--- config.mk ---
export PLATFORM = sky130hd
export DESIGN_NAME = capture_flag_status
export DESIGN_NICKNAME = d
export VERILOG_FILES = /design/src/core/capture_flag_status_pkg.sv /design/src/core/capture_flag_status.sv
export VERILOG_INCLUDE_DIRS = /design/src /design/src/core
export SDC_FILE = /design/constraint.sdc
export NUM_CORES = 1
export LEC_CHECK = 0
export ABC_AREA = 1
export BUFFER_PORTS_ARGS = -buffer_cell sky130_fd_sc_hd__buf_2
export CORE_UTILIZATION = 30
export DETAILED_ROUTE_END_ITERATION = 8
export SLEW_MARGIN = 20
export SYNTH_ARGS = -nofsm -noshare
export SYNTH_HDL_FRONTEND = slang
export SYNTH_SLANG_ARGS = --single-unit
--- constraint.sdc ---
create_clock -name clk_i -period 3.9 [get_ports clk_i]
set_input_delay 0.585 -clock clk_i [delete_from_list [all_inputs] [get_ports clk_i]]
set_output_delay 0.585 -clock clk_i [all_outputs]
set_load 0.02 [all_outputs]
--- src/core/capture_flag_status_cfg.svh ---
// Register map, field positions, reset values and widths of the capture flag block
`ifndef CAPTURE_FLAG_STATUS_CFG_SVH
`define CAPTURE_FLAG_STATUS_CFG_SVH

// Word index of each register (byte address is four times the index)
`define CFS_ADR_W             4
`define CFS_ADR_CONTROL_STATUS 4'h0
`define CFS_ADR_TIMER_CONTROL 4'h1
`define CFS_ADR_IRQ_ENABLE    4'h2
`define CFS_ADR_CAPTURE_A     4'h3
`define CFS_ADR_CAPTURE_B     4'h4
`define CFS_ADR_CAPTURE_C     4'h5
`define CFS_ADR_CAPTURE_D     4'h6
`define CFS_ADR_COUNTER       4'h7
`define CFS_ADR_COMPARE_A     4'h8

// Widths
`define CFS_DATA_W            32
`define CFS_SEL_W             4
`define CFS_COUNT_W           16
`define CFS_CHAN_N            4

// Channel index inside four-bit groups: A is the top bit, D the bottom
`define CFS_CH_A              3
`define CFS_CH_B              2
`define CFS_CH_C              1
`define CFS_CH_D              0

// Field positions
`define CFS_FLAG_MSB          7
`define CFS_FLAG_LSB          4
`define CFS_CCLR_BIT          0
`define CFS_EDGE_MSB          7
`define CFS_EDGE_LSB          4
`define CFS_BUFA_BIT          3
`define CFS_BUFB_BIT          2
`define CFS_IEN_MSB           7
`define CFS_IEN_LSB           4
`define CFS_LANE_LO           0
`define CFS_LANE_HI           1

// Reset values and counter constants
`define CFS_CSR_RESET         8'h00
`define CFS_CNT_ZERO          16'h0000
`define CFS_CNT_ONE           16'h0001

`endif

--- src/core/capture_flag_status_pkg.sv ---
// Types shared by the capture flag block
`include "capture_flag_status_cfg.svh"

package capture_flag_status_pkg;

	typedef enum logic [0:0] {BUS_IDLE, BUS_ANSWER} bus_phase_t;

	typedef logic [`CFS_COUNT_W-1:0] count_t;

	// Whole state of the block, registered in one place
	typedef struct packed {
		count_t                              counter;
		count_t                              compare_a;
		logic [`CFS_CHAN_N-1:0][`CFS_COUNT_W-1:0] capture;
		logic [`CFS_CHAN_N-1:0]              flags;
		logic [`CFS_CHAN_N-1:0]              armed;
		logic [`CFS_CHAN_N-1:0]              edge_sel;
		logic [`CFS_CHAN_N-1:0]              irq_en;
		logic [`CFS_CHAN_N-1:0]              pin_q;
		logic                                clear_on_match;
		logic                                buf_a;
		logic                                buf_b;
		bus_phase_t                          phase;
		logic                                ack;
		logic [`CFS_DATA_W-1:0]              dat;
		logic                                irq;
	} state_t;

endpackage

--- src/core/capture_flag_status.sv ---
// Input capture flags of a 16-bit free-running timer with a Wishbone register port
//
// Notes on behaviour
// - Reset clears the whole control/status register, so all four flags start at zero.
// - A channel A capture loads the counter into capture register A and sets flag A.
// - A channel B capture loads the counter into capture register B and sets flag B.
// - Buffer mode A: capture A moves old A into C, loads A, sets flag A.
// - Buffer mode B: capture B moves old B into D, loads B, sets flag B.
// - Without buffer mode A, a channel C capture loads register C and sets flag C.
// - Without buffer mode B, a channel D capture loads register D and sets flag D.
// - Buffer mode A: a pin C edge sets flag C but leaves register C alone.
// - Buffer mode B: a pin D edge sets flag D but leaves register D alone.
// - Buffered: flag C with its enable forms an external interrupt from pin C.
// - Buffered: flag D with its enable forms an external interrupt from pin D.
// - A flag clears only after it was read as one and then written zero.
// - Writing one to a flag bit does nothing.
// - A flag requests an interrupt only while its enable bit is one.
// - With counter clear selected, a match with compare register A clears the counter.
//
// The address map and the Wishbone slave port were left to the implementer.

`include "capture_flag_status_cfg.svh"

module capture_flag_status (
	input  wire logic                    clk_i,
	input  wire logic                    rst_i,
	input  wire logic                    cyc_i,
	input  wire logic                    stb_i,
	input  wire logic                    we_i,
	input  wire logic [`CFS_ADR_W-1:0]   adr_i,
	input  wire logic [`CFS_SEL_W-1:0]   sel_i,
	input  wire logic [`CFS_DATA_W-1:0]  dat_i,
	output logic      [`CFS_DATA_W-1:0]  dat_o,
	output logic                         ack_o,
	input  wire logic                    capture_pin_a_i,
	input  wire logic                    capture_pin_b_i,
	input  wire logic                    capture_pin_c_i,
	input  wire logic                    capture_pin_d_i,
	output capture_flag_status_pkg::count_t free_running_counter_o,
	output logic      [`CFS_CHAN_N-1:0]  capture_flag_o,
	output logic                         irq_o
);
	import capture_flag_status_pkg::*;

	state_t                  s;
	state_t                  next_s;
	logic [`CFS_CHAN_N-1:0]  pins;
	logic [`CFS_CHAN_N-1:0]  hit;
	logic [`CFS_CHAN_N-1:0]  clr;
	logic                    match_a;
	logic                    start;
	logic                    commit;

	// True when the selected edge appears; sel one means rising, zero falling
	function automatic logic edge_hit(input logic prev, input logic cur, input logic sel);
		edge_hit = sel ? (~prev & cur) : (prev & ~cur);
	endfunction

	// Byte-lane merge of a 16-bit register
	function automatic count_t merge16(input count_t old, input logic [`CFS_DATA_W-1:0] d,
			input logic [`CFS_SEL_W-1:0] sel);
		count_t r;
		r = old;
		if (sel[`CFS_LANE_LO]) begin
			r[7:0] = d[7:0];
		end
		if (sel[`CFS_LANE_HI]) begin
			r[15:8] = d[15:8];
		end
		merge16 = r;
	endfunction

	// Read multiplexer; unmapped words read as zero
	function automatic logic [`CFS_DATA_W-1:0] read_word(input state_t st,
			input logic [`CFS_ADR_W-1:0] a);
		logic [`CFS_DATA_W-1:0] w;
		w = '0;
		case (a)
			`CFS_ADR_CONTROL_STATUS: begin
				w[`CFS_FLAG_MSB:`CFS_FLAG_LSB] = st.flags;
				w[`CFS_CCLR_BIT] = st.clear_on_match;
			end
			`CFS_ADR_TIMER_CONTROL: begin
				w[`CFS_EDGE_MSB:`CFS_EDGE_LSB] = st.edge_sel;
				w[`CFS_BUFA_BIT] = st.buf_a;
				w[`CFS_BUFB_BIT] = st.buf_b;
			end
			`CFS_ADR_IRQ_ENABLE: w[`CFS_IEN_MSB:`CFS_IEN_LSB] = st.irq_en;
			`CFS_ADR_CAPTURE_A: w[`CFS_COUNT_W-1:0] = st.capture[`CFS_CH_A];
			`CFS_ADR_CAPTURE_B: w[`CFS_COUNT_W-1:0] = st.capture[`CFS_CH_B];
			`CFS_ADR_CAPTURE_C: w[`CFS_COUNT_W-1:0] = st.capture[`CFS_CH_C];
			`CFS_ADR_CAPTURE_D: w[`CFS_COUNT_W-1:0] = st.capture[`CFS_CH_D];
			`CFS_ADR_COUNTER: w[`CFS_COUNT_W-1:0] = st.counter;
			`CFS_ADR_COMPARE_A: w[`CFS_COUNT_W-1:0] = st.compare_a;
			default: w = '0;
		endcase
		read_word = w;
	endfunction

	// Pins gathered in channel order, A at the top
	assign pins = {capture_pin_a_i, capture_pin_b_i, capture_pin_c_i, capture_pin_d_i};

	// Request taken on the first edge, committed on the edge where ack is seen
	assign start  = cyc_i & stb_i & (s.phase == BUS_IDLE);
	assign commit = cyc_i & stb_i & (s.phase == BUS_ANSWER);
	assign match_a = (s.counter == s.compare_a);

	// Edge detection against the previous pin sample
	always_comb begin
		for (int i = 0; i < `CFS_CHAN_N; i++) begin
			hit[i] = edge_hit(s.pin_q[i], pins[i], s.edge_sel[i]);
		end
	end

	// Flags armed by a read of one and then written zero are cleared
	always_comb begin
		clr = '0;
		if (commit && we_i && sel_i[`CFS_LANE_LO]
				&& adr_i == `CFS_ADR_CONTROL_STATUS) begin
			clr = s.armed & ~dat_i[`CFS_FLAG_MSB:`CFS_FLAG_LSB];
		end
	end

	// Next state of the whole block
	always_comb begin
		next_s = s;
		next_s.pin_q = pins;

		// Counter runs every clock, cleared on compare match when selected
		if (match_a && s.clear_on_match) begin
			next_s.counter = `CFS_CNT_ZERO;
		end else begin
			next_s.counter = s.counter + `CFS_CNT_ONE;
		end

		// Channel A capture, with shift into C in buffer mode
		if (hit[`CFS_CH_A]) begin
			if (s.buf_a) begin
				next_s.capture[`CFS_CH_C] = s.capture[`CFS_CH_A];
			end
			next_s.capture[`CFS_CH_A] = s.counter;
		end

		// Channel B capture, with shift into D in buffer mode
		if (hit[`CFS_CH_B]) begin
			if (s.buf_b) begin
				next_s.capture[`CFS_CH_D] = s.capture[`CFS_CH_B];
			end
			next_s.capture[`CFS_CH_B] = s.counter;
		end

		// Channel C loads only outside buffer mode A
		if (hit[`CFS_CH_C] && !s.buf_a) begin
			next_s.capture[`CFS_CH_C] = s.counter;
		end

		// Channel D loads only outside buffer mode B
		if (hit[`CFS_CH_D] && !s.buf_b) begin
			next_s.capture[`CFS_CH_D] = s.counter;
		end

		// Every selected edge sets its flag, and the set wins over the clear
		next_s.flags = (s.flags & ~clr) | hit;

		// Bus handshake and register writes
		if (start) begin
			next_s.phase = BUS_ANSWER;
			next_s.ack   = 1'b1;
			next_s.dat   = read_word(s, adr_i);
		end else if (commit) begin
			next_s.phase = BUS_IDLE;
			next_s.ack   = 1'b0;
			if (we_i) begin
				case (adr_i)
					`CFS_ADR_CONTROL_STATUS: begin
						if (sel_i[`CFS_LANE_LO]) begin
							next_s.armed = '0;
							next_s.clear_on_match = dat_i[`CFS_CCLR_BIT];
						end
					end
					`CFS_ADR_TIMER_CONTROL: begin
						if (sel_i[`CFS_LANE_LO]) begin
							next_s.edge_sel = dat_i[`CFS_EDGE_MSB:`CFS_EDGE_LSB];
							next_s.buf_a    = dat_i[`CFS_BUFA_BIT];
							next_s.buf_b    = dat_i[`CFS_BUFB_BIT];
						end
					end
					`CFS_ADR_IRQ_ENABLE: begin
						if (sel_i[`CFS_LANE_LO]) begin
							next_s.irq_en = dat_i[`CFS_IEN_MSB:`CFS_IEN_LSB];
						end
					end
					`CFS_ADR_COMPARE_A: next_s.compare_a = merge16(s.compare_a, dat_i, sel_i);
					default: next_s.compare_a = s.compare_a;
				endcase
			end else if (adr_i == `CFS_ADR_CONTROL_STATUS) begin
				// Remember which flags software has seen as one
				next_s.armed = s.armed | s.dat[`CFS_FLAG_MSB:`CFS_FLAG_LSB];
			end
		end else begin
			next_s.phase = BUS_IDLE; // Abandoned cycle
			next_s.ack   = 1'b0;
		end

		// One level interrupt from every enabled flag, C and D included
		next_s.irq = |(next_s.flags & next_s.irq_en);
	end

	// State register with synchronous reset to all zeros
	always_ff @(posedge clk_i) begin
		if (rst_i) begin
			s <= '0;
		end else begin
			s <= next_s;
		end
	end

	// Outputs straight from the state register
	assign dat_o                  = s.dat;
	assign ack_o                  = s.ack;
	assign free_running_counter_o = s.counter;
	assign capture_flag_o         = s.flags;
	assign irq_o                  = s.irq;

endmodule

==> metrics <==
result of the run complete, but fails checks; failing checks DRC; synthesized flop and latch total 137; max_cap viols 0; maximum buffer depth of the clock tree 2; detailed-routed wire length on met3 1.80 mm; Min-Delay Path Depth 3; I/O pin cnt 103; register area share after synthesis 40.4%; dpl hpwl 14.2 mm; Top Metal Used met4; placement row count 54; Vias per Instance 4.96; number of iterations in the first detailed-routing pass 9; critical path data required time 4.25 ns; biggest area consumer among synthesized cells sky130_fd_sc_hd__dfxtp_1; maximum level of the CTS H-tree 4; final setup violating endpoints 0; multi-input gate area in the final layout 3150 µm²; detailed router's first-iteration violation count 690; Root Buffer sky130_fd_sc_hd__clkbuf_16; Max Transition Viols Final 0; CP startpoint kind flip-flop; cell count after placement 1243; total clock buffers created by CTS 17; total die area 23200 µm²; Filler Cells Inserted 2410; share of power burned in the clock network 49.5%; clock-pin slew reported for the worst setup and hold paths after clock tree synthesis 0.06 ns; detailed-route wire length per cell 16.5 µm; sinks on the clock net 137; core outline area 22000 µm²; Post-CTS Hold Fix Bufs 0; top cells by area in the synthesized netlist sky130_fd_sc_hd__dfxtp_1 (40%), sky130_fd_sc_hd__nand2_1 (12%), sky130_fd_sc_hd__o21ai_0 (7.6%); static leakage power 3.04 nW; remaining number of nets flagged by the antenna check after routing 0; Net count, final 1032; routability cong. 0.863; Area growth, synth to finish 12.3%; minimum clock period 1.93 ns; number of different library cells in the post-synthesis netlist 40; Layout Skew 0.00956 ns; vias in the first global route 5808; Met1 Routed Length 10.0 mm; layout cell share with drive strength beyond 1 14.0%; mean post-synth cell area 7.04 µm²; global-route wire length before repair 32.7 mm; net switching power 814 µW; Buffers on Ports 68; Die Span X 152 µm; Diodes inserted 0; most frequently used flop master after synthesis sky130_fd_sc_hd__dfxtp_1; type of the most critical hold path in -> reg; register share of total power 43.8%; sum of met2 wire segment lengths after detailed routing 8.92 mm; sequential cell area 2740 µm²; number of antenna violations at the first check in global routing 0; number of non-filler instances in the completed layout 1275; number of setup buffers added after CTS 0; Sw Share 24.2%; cell area power density 441 nW/µm²; number of hold violations in the final report 0; DR vias 6319; Die Y-Extent 152 µm; Worst-Margin Slew 0.769 ns; sum of negative setup slack 0 ns; starting utilization of the core area 30.8%; RSZ-0062 raised after global routing no; Async SR Flop Fraction 0%; clk_lat worst skew 0.43 ns; Relative slew margins 48.7%; Synth Cell Area 6790 µm²; VDD IR-drop max 0.000362 V; Highest Clock Rate 0.517 GHz; Internal 2.55 mW; final clock period utilization by the worst path 49.6%; type of the setup path with the least slack reg -> reg; kind of end point of the critical path flip-flop; data arrival time of the worst path 2.29 ns; EDFF count, synth 0; Yosys warning count 0; pin count of the biggest net entering global routing 48; depth of the worst register-to-register path 9; share of total power in combinational logic 6.6%; R2R setup slack 1.97 ns; clock tree from TritonCTS built; leading cell type by number of instances after synthesis sky130_fd_sc_hd__nand2_1; synthesized instance count 965; DRC violation count after routing 5; critical-path maximum fanout 32; top-area cell type share of the netlist area 40.4%; gr usage total 18.3%; total congestion overflow 0; routed wire length 21.0 mm; Resize count post-CTS 0; list of most frequent post-synthesis cells sky130_fd_sc_hd__nand2_1 (208), sky130_fd_sc_hd__dfxtp_1 (137), sky130_fd_sc_hd__o21ai_0 (103)
## through the flow
| stage | power, mW | instance area, µm² | hold slack, ns | setup WS [ns] | utilization [%] |
|---|---|---|---|---|---|
| after global routing | 3.47 | 7620 | 0.391 | 1.77 | 34.6 |
| after CTS | 3.38 | 7620 | 0.370 | 1.98 | 34.6 |
| after global placement | 1.72 | 7010 | 0.447 | 1.62 | 31.8 |
| final | 3.36 | 7620 | 0.378 | 1.97 | 34.6 |
| after detailed placement | 1.72 | 7010 | 0.447 | 1.57 | 31.8 |
| after floorplan | 1.66 | 6850 | 0.432 | 2.26 | - |
## registers in the layout, summed over array words and instances, names as in the netlist
register	count
s	100
dat_o	16
free_running_counter_o	16
capture_flag_o	4
irq_o	1
## cells in the final DEF (no fill, tap or decap), drive strengths merged, types with 2 or more instances in the layout
| master | netlist | final |
|---|---|---|
| or2 | 2 | 2 |
| xor2 | 13 | 13 |
| o211ai | 3 | 3 |
| o22ai | 6 | 6 |
| dfxtp | 137 | 137 |
| bufinv | 0 | 3 |
| xnor2 | 5 | 5 |
| nor3 | 7 | 7 |
| a31oi | 32 | 32 |
| nand2 | 212 | 212 |
| nand3 | 66 | 66 |
| conb | 1 | 16 |
| clkbuf | 26 | 22 |
| buf | 74 | 83 |
| nand4 | 5 | 5 |
| clkinvlp | 0 | 4 |
| o21ai | 109 | 109 |
| inv | 83 | 84 |
| clkinv | 2 | 4 |
| o2111ai | 2 | 2 |
| nor2 | 92 | 92 |
| a21oi | 83 | 83 |
## logic make-up after synthesis
family | after synthesis | synth area share, %
xor gates and xnor gates | 18 | 2.32
buffers and inverters | 185 | 14.1
adders and majority gates | 1 | 0.184
DFF | 137 | 40.4
and+or+nand+nor | 387 | 24.2
other | 1 | 0.0552
AOI/OAI and AO/OA | 236 | 18.8
## power by group through the flow
stage          clock [mW]  combinational [mW]  sequential, mW
3_3_place_gp            0               0.219            1.50
4_1_cts              1.69               0.221            1.47
2_1_floorplan           0               0.171            1.49
6_report             1.66               0.223            1.47
5_1_grt              1.74               0.246            1.48
3_5_place_dp            0               0.221            1.50
## per-layer routing
| metal | global-route usage [%] | vias up |
|---|---|---|
| li1 | - | 3132 |
| met1 | 26.2 | 2885 |
| met2 | 27.4 | 282 |
| met3 | 3.56 | 20 |
| met4 | 5.63 | 0 |
| met5 | 0 | - |
## area by class of cell
| cell class | instances | share of cell area (%) |
|---|---|---|
| clock buffers | 22 | 6.09 |
| clock inverters | 10 | 1.87 |
| inverters | 85 | 4.20 |
| multi-input cells | 658 | 41.3 |
| flip-flops and latches | 137 | 36.0 |
| well taps | 280 | 4.60 |
| repair buffers | 83 | 5.94 |
## worst paths after layout
check                                startpoint    end
worst max register to register            s[48]  s[71]
worst min register to register            s[53]  s[53]
worst max-delay path                      s[48]  s[71]
worst min-delay path            capture_pin_c_i  s[39]
## critical path: stages, from the launching register on
cell	delay, ns
sky130_fd_sc_hd__dfxtp_1	0.30
sky130_fd_sc_hd__inv_1	0.10
sky130_fd_sc_hd__nand3_1	0.08
sky130_fd_sc_hd__nand2_1	0.07
sky130_fd_sc_hd__buf_4	0.34
sky130_fd_sc_hd__inv_1	0.17
sky130_fd_sc_hd__o21ai_2	0.13
sky130_fd_sc_hd__buf_4	0.34
sky130_fd_sc_hd__o21ai_0	0.13
sky130_fd_sc_hd__a31oi_1	0.19
Power figures use the tool's default switching activity.
